<file path="src/include/gpio_port_pkg.sv">
// constants and types shared by the port A gpio block
package gpio_port_pkg;
    localparam int PIN_COUNT = 8;
    localparam logic [11:0] OFFSET_DIRECTION = 12'h000;
    localparam logic [11:0] OFFSET_LEVEL = 12'h004;
    localparam logic [11:0] OFFSET_LATCH = 12'h008;
    localparam logic [11:0] OFFSET_CONFIG = 12'h00c;
    localparam logic [7:0] DIRECTION_RESET = 8'hff;
    localparam logic [7:0] LATCH_RESET = 8'h00;
    // pins 0,1,4,5 start analog
    localparam logic [7:0] ANALOG_RESET = 8'h33;
    localparam logic [7:0] OSC_PIN_MASK = 8'hc0;
    // config register fields
    localparam int CFG_ANALOG_LSB = 0;
    localparam int CFG_OSC_BIT = 8;
    localparam int CFG_FAULT_BIT = 9;
    localparam int CFG_PERIPH_LSB = 16;
    localparam logic [31:0] CFG_RESET = 32'h0000_0033;
    localparam int FAULT_PIN_LOW = 5;
    localparam int FAULT_PIN_HIGH = 7;
    localparam int TX_PIN = 2;
    localparam int RX_PIN = 3;
    localparam int TMR_PIN = 4;
    typedef enum logic [1:0] {
        REG_DIRECTION,
        REG_LEVEL,
        REG_LATCH,
        REG_CONFIG
    } reg_sel_t;
endpackage

</file>
<file path="src/include/port_regs_if.sv">
// register values handed from the register file to the pin logic
interface port_regs_if;
    logic [7:0] direction;
    logic [7:0] latch;
    logic [7:0] analogSel;
    logic [7:0] periphEnable;
    logic [7:0] periphOut;
    logic [7:0] periphOe;
    logic oscMode;
    logic faultHigh;
    logic [7:0] levels;
    modport regs (output direction, latch, analogSel, periphEnable, oscMode, faultHigh,
        input levels);
    modport pins (input direction, latch, analogSel, periphEnable, oscMode, faultHigh,
        periphOut, periphOe, output levels);
    modport periph (output periphOut, periphOe);
endinterface

</file>
<file path="src/core/port_reg_file.sv">
// apb register file for port A
module port_reg_file (
    // clock and reset
    input wire logic clk,
    input wire logic reset,
    // apb
    input wire logic psel,
    input wire logic penable,
    input wire logic pwrite,
    input wire logic [11:0] paddr,
    input wire logic [31:0] pwdata,
    output logic [31:0] prdata,
    output logic pslverr,
    // to pin logic
    port_regs_if.regs regs
);
    logic [7:0] direction;
    logic [7:0] next_direction;
    logic [7:0] latch;
    logic [7:0] next_latch;
    logic [31:0] cfgWord;
    logic [31:0] next_cfgWord;
    logic [31:0] next_prdata;
    logic [7:0] hidden;
    logic access;
    logic setup;

    function automatic logic [31:0] widen(input logic [7:0] v);
        return {24'h000000, v};
    endfunction

    assign access = psel && penable;
    // read data is loaded in the setup cycle so it stands at the access edge
    assign setup = psel && !penable;
    assign pslverr = 1'b0;
    // oscillator pins hide direction and latch bits
    assign hidden = cfgWord[gpio_port_pkg::CFG_OSC_BIT] ? gpio_port_pkg::OSC_PIN_MASK : 8'h00;

    always_comb begin
        next_direction = direction;
        next_latch = latch;
        next_cfgWord = cfgWord;
        next_prdata = prdata;
        if (access && pwrite) begin
            unique case (paddr)
                gpio_port_pkg::OFFSET_DIRECTION: next_direction = pwdata[7:0];
                gpio_port_pkg::OFFSET_LEVEL: next_latch = pwdata[7:0];
                gpio_port_pkg::OFFSET_LATCH: next_latch = pwdata[7:0];
                gpio_port_pkg::OFFSET_CONFIG: next_cfgWord = pwdata;
                default: next_latch = latch;
            endcase
        end
        if (setup && !pwrite) begin
            unique case (paddr)
                gpio_port_pkg::OFFSET_DIRECTION: next_prdata = widen(direction & ~hidden);
                gpio_port_pkg::OFFSET_LEVEL: next_prdata = widen(regs.levels);
                gpio_port_pkg::OFFSET_LATCH: next_prdata = widen(latch & ~hidden);
                gpio_port_pkg::OFFSET_CONFIG: next_prdata = cfgWord;
                default: next_prdata = 32'h00000000;
            endcase
        end
    end

    always_ff @(posedge clk) begin
        if (reset) begin
            direction <= gpio_port_pkg::DIRECTION_RESET;
            latch <= gpio_port_pkg::LATCH_RESET;
            cfgWord <= gpio_port_pkg::CFG_RESET;
            prdata <= 32'h00000000;
        end else begin
            direction <= next_direction;
            latch <= next_latch;
            cfgWord <= next_cfgWord;
            prdata <= next_prdata;
        end
    end

    assign regs.direction = direction;
    assign regs.latch = latch;
    assign regs.analogSel = cfgWord[gpio_port_pkg::CFG_ANALOG_LSB +: 8];
    assign regs.periphEnable = cfgWord[gpio_port_pkg::CFG_PERIPH_LSB +: 8];
    assign regs.oscMode = cfgWord[gpio_port_pkg::CFG_OSC_BIT];
    assign regs.faultHigh = cfgWord[gpio_port_pkg::CFG_FAULT_BIT];
endmodule

</file>
<file path="src/core/port_pin_mux.sv">
// per-pin direction, drive and read-back logic for port A
module port_pin_mux (
    // clock and reset
    input wire logic clk,
    input wire logic reset,
    // register values
    port_regs_if.pins regs,
    // pins
    input wire logic [7:0] pinIn,
    output logic [7:0] pinOut,
    output logic [7:0] pinOe,
    output logic [7:0] digitalIn
);
    logic [7:0] sampled;
    logic [7:0] next_sampled;
    logic [7:0] usable;

    assign usable = regs.oscMode ? ~gpio_port_pkg::OSC_PIN_MASK : 8'hff;

    always_comb begin
        // analog pins read zero, oscillator pins read zero
        next_sampled = pinIn & ~regs.analogSel & usable;
    end

    always_ff @(posedge clk) begin
        if (reset) begin
            sampled <= 8'h00;
        end else begin
            sampled <= next_sampled;
        end
    end

    always_comb begin
        for (int i = 0; i < gpio_port_pkg::PIN_COUNT; i++) begin
            if (regs.periphEnable[i]) begin
                pinOut[i] = regs.periphOut[i];
                pinOe[i] = regs.periphOe[i] && usable[i];
            end else begin
                pinOut[i] = regs.latch[i];
                // direction bit governs even analog pins
                pinOe[i] = !regs.direction[i] && usable[i];
            end
        end
    end

    assign regs.levels = sampled;
    assign digitalIn = sampled;
endmodule

</file>
<file path="src/core/port_a_gpio.sv">
// top of the port A general purpose io block with apb registers
// What this block does
// - eight pins, each with direction, level, latch bits
// - direction one makes pin input, driver off
// - direction zero drives the latch value out
// - level read gives pins, write sets latch
// - latch register reads back the latched value
// - oscillator mode hides pins six, seven
// - fault input from pin five or seven
// - reset makes 0,1,4,5 analog, 2,3 digital
// - direction bits still rule analog pins
// - enabled peripheral takes its pin over
// - pin zero feeds analog, irq, change, comparator
// - pin one feeds analog, irq, change
// - pins two, three carry serial tx, rx
// - pin four feeds timer clock, analog, reference
module port_a_gpio (
    // clock and reset
    input wire logic clk,
    input wire logic reset,
    // apb slave
    input wire logic psel,
    input wire logic penable,
    input wire logic pwrite,
    input wire logic [11:0] paddr,
    input wire logic [31:0] pwdata,
    output logic [31:0] prdata,
    output logic pready,
    output logic pslverr,
    // pins
    input wire logic [7:0] pinIn,
    output logic [7:0] pinOut,
    output logic [7:0] pinOe,
    // peripheral sources
    input wire logic serialTx,
    input wire logic serialTxEnable,
    // peripheral sinks
    output logic analogInputZero,
    output logic analogInputOne,
    output logic analogInputTwo,
    output logic externalIrqZero,
    output logic externalIrqOne,
    output logic changeIrqZero,
    output logic changeIrqOne,
    output logic comparatorInputZero,
    output logic timerZeroClockIn,
    output logic referenceInput,
    output logic serialRx,
    output logic pwmFaultInput
);
    port_regs_if regsBus();
    logic [7:0] digitalIn;
    logic [7:0] raw;
    logic [7:0] next_raw;
    logic [7:0] periphOutValue;
    logic [7:0] periphOeValue;

    assign pready = 1'b1;

    port_reg_file regFile (
        .clk(clk),
        .reset(reset),
        .psel(psel),
        .penable(penable),
        .pwrite(pwrite),
        .paddr(paddr),
        .pwdata(pwdata),
        .prdata(prdata),
        .pslverr(pslverr),
        .regs(regsBus.regs)
    );

    port_pin_mux pinMux (
        .clk(clk),
        .reset(reset),
        .regs(regsBus.pins),
        .pinIn(pinIn),
        .pinOut(pinOut),
        .pinOe(pinOe),
        .digitalIn(digitalIn)
    );

    always_comb begin
        periphOutValue = 8'h00;
        periphOeValue = 8'h00;
        periphOutValue[gpio_port_pkg::TX_PIN] = serialTx;
        periphOeValue[gpio_port_pkg::TX_PIN] = serialTxEnable;
    end
    assign regsBus.periphOut = periphOutValue;
    assign regsBus.periphOe = periphOeValue;

    // analog paths see the unmasked pin levels
    always_comb begin
        next_raw = pinIn;
    end
    always_ff @(posedge clk) begin
        if (reset) begin
            raw <= 8'h00;
        end else begin
            raw <= next_raw;
        end
    end

    assign analogInputZero = raw[0];
    assign externalIrqZero = digitalIn[0];
    assign changeIrqZero = digitalIn[0];
    assign comparatorInputZero = raw[0];
    assign analogInputOne = raw[1];
    assign externalIrqOne = digitalIn[1];
    assign changeIrqOne = digitalIn[1];
    assign serialRx = digitalIn[gpio_port_pkg::RX_PIN];
    assign timerZeroClockIn = digitalIn[gpio_port_pkg::TMR_PIN];
    assign analogInputTwo = raw[gpio_port_pkg::TMR_PIN];
    assign referenceInput = raw[gpio_port_pkg::TMR_PIN];
    assign pwmFaultInput = regsBus.faultHigh ? raw[gpio_port_pkg::FAULT_PIN_HIGH]
        : raw[gpio_port_pkg::FAULT_PIN_LOW];
endmodule

</file>
<file path="config.mk">
export PLATFORM = sky130hd
export DESIGN_NAME = port_a_gpio
export DESIGN_NICKNAME = d
export VERILOG_FILES = /design/src/include/gpio_port_pkg.sv /design/src/include/port_regs_if.sv /design/src/core/port_reg_file.sv /design/src/core/port_pin_mux.sv /design/src/core/port_a_gpio.sv
export SDC_FILE = /design/constraint.sdc
export NUM_CORES = 1
export LEC_CHECK = 0
export BUFFER_PORTS_ARGS = -buffer_cell sky130_fd_sc_hd__buf_4
export CORE_ASPECT_RATIO = 1.5
export CORE_UTILIZATION = 35
export DETAILED_ROUTE_END_ITERATION = 10
export GPL_ROUTABILITY_DRIVEN = 0
export HOLD_SLACK_MARGIN = 0.05
export PLACE_DENSITY_LB_ADDON = 0.15
export SYNTH_ARGS = -nofsm -noshare
export SYNTH_HDL_FRONTEND = slang
export SYNTH_SLANG_ARGS = --single-unit
export TNS_END_PERCENT = 50
</file>
<file path="constraint.sdc">
create_clock -name clk -period 1.55 [get_ports clk]
set_input_delay 0.31 -clock clk [delete_from_list [all_inputs] [get_ports clk]]
set_output_delay 0.31 -clock clk [all_outputs]
set_load 0.005 [all_outputs]
</file>
# --- Word-level counts from Yosys, hierarchy flattened ---
# Cells that the tools add are included.
op_classes:
  n_eq_ne: 3
  n_mux: 20
  bitwise: 6
  n_reduce_logical: 28
ops:
  columns: ["cell", "n"]
  rows:
  - ["case mux 32 bit (4 select lines)", 1]
  - ["bitwise AND 8 bit", 4]
  - ["== test 12 x 4 -> 1 bit, second input constant", 2]
  - ["2-to-1 mux 1 bit", 17]
  - ["2-to-1 mux 8 bit", 2]
  - ["NOT 8 bit", 2]
  - ["logical AND 1 bit", 13]
  - ["== test 12 x 3 -> 1 bit, second input constant", 1]
  - ["zero test 12 bit", 1]
  - ["zero test 1 bit", 10]
  - ["AND reduction 2 bit", 3]
  - ["OR reduction 2 bit", 1]
word_totals:
  register_bits: 96
  in_bits: 59
  wordCells: 63

# --- Depth between registers and ports, before layout ---
logic_depth:
  depth_word: 4
  depth_mapped: 7
  ltp_nobuf: 4

# --- Cells and area by module ---
# A second synthesis with hierarchy kept.
hier_totals:
  hier_cells: 420
  hier_area_um2: 3890.0
by_module_without_submodules:
  columns: ["module", "n_inst", "cells_each", "area_each_um2", "seq_area_each_um2"]
  rows:
  - ["port_reg_file", 1, 351, 3218.1, 1601.5]
  - ["port_pin_mux", 1, 51, 479.2, 160.2]
  - ["port_a_gpio", 1, 18, 192.7, 100.1]

# --- Worst setup path after synthesis ---
# OpenSTA, ideal clock, no wires.
synth_timing:
  kind: "input to register"
  from: "input paddr[3]"
  to: "register regFile.prdata[2]"
  arrival_time_ns: 1.364
  slack_ns: 0.072
  cell_stages: 6
  path_cell_list: "buf_2 > buf_2 > mux2_2 > a22oi_1 > o2bb2ai_1 > a21o_1"
synth_via:
  elab_chain_len: 2
synth_rtl:
  columns: ["item", "line_no", "source"]
  rows:
  - ["start, declared", "port_a_gpio.sv:25", "input wire logic [11:0] paddr,"]
  - ["== test 12 x 4 -> 1 bit (tied with other cells)", "port_reg_file.sv:54", "unique case (paddr)"]
  - ["case mux 32 bit (4 select lines) (*)", "port_reg_file.sv:54", null]
  - ["end signal, assigned", "port_reg_file.sv:74", "prdata <= next_prdata;"]
  - ["end, declared", "port_reg_file.sv:12", "output logic [31:0] prdata,"]
# Mark *: on every way between the ends. The rest lies on a longest branch, timed or not.
# A chain may end at the register's enable or synchronous reset.

# --- Worst setup path after layout ---
layout_timing:
  from: "register regFile.cfgWord[18]"
  to: "output pinOut[2]"
layout_via:
  elab_chain_len: 1
layout_rtl:
  columns: ["item", "line_no", "source"]
  rows:
  - ["start, declared", "port_reg_file.sv:21", "logic [31:0] cfgWord;"]
  - ["start signal, assigned", "port_reg_file.sv:68", "cfgWord <= gpio_port_pkg::CFG_RESET;"]
  - ["start signal, assigned", "port_reg_file.sv:73", "cfgWord <= next_cfgWord;"]
  - ["2-to-1 mux 1 bit", "port_pin_mux.sv:35", "if (regs.periphEnable[i]) begin"]
  - ["end, declared", "port_a_gpio.sv:32", "output logic [7:0] pinOut,"]
# Every way passes these cells.

==> impl_metrics.yaml <==
status:
  status: "finished clean"
drt:
  routed_wirelength_um: 10100
  drc: 0
  drt.antenna.violating_nets: 0
  drt_iter0_drc: 127
  vias: 3161
  wl_per_cell_um: 16.0
  vias_per_cell: 5.02
  dr.pass1.iters: 4
clocking:
  cts_tree: "yes"
  clock-sinks: 93
  clock_path_buffers: 2
  path_clk_slew_ns: 0.06
  hold_buffers: 0
  cts_made_buffers: 9
  cts_root_buffer: "clkbuf_16"
  cts-htree-levels: 3
  clock_latency_ns: 0.34
  postCtsSetupBuffers: 0
timing:
  holdWs_ns: 0.202
  final-hold-violation-count: 0
  rsz0062_at_grt: "no"
  finalMaxSlewViolations: 0
  timing.final.crit_share: 0.960
  period_needed_ns: 1.49
  skew_ns: 0.00724
  final-setup-viol-count: 0
  clock.fmax_mhz: 672
grt:
  grt-ovfl-total: 0
  grt_pass1_wl_um: 15800
  grt_max_degree: 45
  first_global_vias: 3040
  track_usage: 0.193
  antenna_found_initial: 0
logic_synthesis:
  yosysWarningCount: 0
  synth.area.mux_share: 0.0577
  yosys.area_share.xor_xnor: 0.00481
  async_flop_share: 0
  synth_simple_gate_area_share: 0.212
  syn_inst: 386
  synth-edff-count: 0
  ys_seq_area_frac: 0.511
  ys_ff_latch: 93
  avgSynthCellArea_um2: 9.43
  yosys-top-cells-area: "dfxtp_1 (51%), nand2_1 (6.9%), a22o_1 (5.8%), a21oi_1 (5.1%), mux2i_1 (3.3%)"
  synth_top_area_cell: "dfxtp_1"
  yosys.area_share.adder: 0
  yosys-top-cells-count: "dfxtp_1 (93), nand2_1 (67), a21oi_1 (37)"
  synthesis.area_um2: 3640
  yosysTopAreaCellShare: 0.511
  synth-compound-area-share: 0.166
  synth_ff_type: "dfxtp_1"
  syn_nets: 445
  synth_top_family_by_area: "simple AND/OR/NAND/NOR gates"
  yosysMostFrequentCell: "dfxtp_1"
  synth_cell_type_count: 36
worst_setup_path:
  crit_chain: "mux2_2, buf_4"
  path_class: "flip-flop to output pin"
  slowest_delay_ns: 0.37
  cp_data_arrival_time_ns: 1.18
  cpLargestDelayFamily: "flip-flops"
  startpoint_type: "flip-flop"
  crit_required_ns: 1.24
  cp_slowest_cell: "dfxtp_2"
  crit_fanout: 5
  crit_buf_inv: 1
  end_kind: "output pin"
place:
  io_buffers: 118
  placed_area_um2: 4770
  post-dp-hpwl_um: 7170
  placed_cells: 617
power:
  p_per_area_nw_per_um2: 926
  peakVddDrop_v: 0.000492
  total_leakage_power_nw: 2.22
hold_path:
  hold_class: "input pin to flip-flop"
finish:
  fin_cells: 630
  multiInputGateArea_um2: 1620
  register_area_um2: 1860
  area_delta_synth_final_pct: 38.1
  final_cell_area_um2: 5030
  fillers: 1002
  nNetsFinal: 570
  final_layout_size_suffix_gt1_frac: 0.341
  antenna_cells: 0
floorplan:
  die_area_um2: 10800
  num_io_pins: 121
  core-area_um2: 10100
  die_x_um: 85.3
  rows: 45
  start_util: 0.359
  die_h_um: 127
run:
  cap_violations: 0
## tightest hold or removal path, delay by kind of cell
kind	cells	cell delay, ns
buf+inv	1	0.09
simple gates	2	0.10
## sequential cells by signal, indices dropped and copies added, names as in the netlist
register	count
pinMux.digitalIn	8
regFile.prdata	32
regFile.regs.direction	8
raw	5
regFile.regs.latch	8
regFile.cfgWord	32
## final cells by class
cell class              instances  share of cell area
clock inverters                 2             0.00274
multi-input cells             262               0.322
clock buffers                  11              0.0463
repair buffers                145               0.229
well taps                     117              0.0291
flip-flops and latches         93               0.370
## power breakdown
part           total (mW)  leakage [nW]  internal, mW  switching, mW
Clock                1.90         0.121          1.06          0.843
Sequential           2.41         0.752          2.40        0.00579
Combinational       0.346          1.35         0.188          0.158
Total                4.66          2.22          3.65           1.01
## layer usage
metal / up-vias / track usage / part of all wire
met5: - / 0 / 0
met2: 83 / 0.336 / 0.51
li1: 1584 / - / -
met3: 12 / 0.0358 / 0.045
met1: 1482 / 0.231 / 0.42
met4: 0 / 0.0833 / 0.022
## per-stage QoR
stage                     power, mW  TNS (ns)  worst slack, ns  utilization
after detailed placement       2.81     -3.03           -0.197        0.471
after global placement         2.81     -1.77           -0.168        0.471
after global routing           4.83         0           0.0251        0.496
final                          4.66         0           0.0621        0.496
after floorplan                2.59         0           0.0723            -
after CTS                      4.72         0           0.0469        0.496
## what timing repair did
item                                   CTS  global route
setup endpoints to repair                2             1
gates cloned                             0             0
pin swaps                                0             0
endpoints found under the hold margin    0             0
gates resized for setup                  2             1
## worst paths after layout
kind	cells past startpoint	endpoint	startpoint	slack, ns
worst min-delay path	3	regFile.cfgWord[4]	pwdata[4]	0.20
worst min register to register	1	pinMux.digitalIn[1]	regFile.cfgWord[1]	0.44
worst max-delay path	2	pinOut[2]	regFile.cfgWord[18]	0.06
worst max register to register	4	regFile.prdata[4]	regFile.cfgWord[4]	0.40
## logic make-up (layout without fill, tap and decap cells)
| group | count (synthesis) | in the layout |
|---|---|---|
| xor gates and xnor gates | 2 | 2 |
| other | 2 | 2 |
| AOI/OAI and AO/OA | 91 | 91 |
| and+or+nand+nor | 147 | 147 |
| DFF | 93 | 93 |
| muxes | 20 | 20 |
| buffers and inverters | 31 | 158 |
## cell usage in the layout (no fill, tap or decap), drive strengths merged
cell type  instances
a22o              24
nor2b             18
xnor2              1
a21o               6
nor3b              5
a22oi              6
o211ai             1
nor2              25
and4bb             1
nor4b              2
o2bb2ai            6
and4               2
buf              145
nand3              9
nor4               2
xor2               1
nand3b             4
a211oi             1
nand2b             1
a21oi             37
clkbuf            11
dfxtp             93
mux2               8
nand2             67
nor3               5
nand4              3
o21ai             10
mux2i             12
clkinv             2
and3               3
conb               2
(Power assumes the default switching activity.)
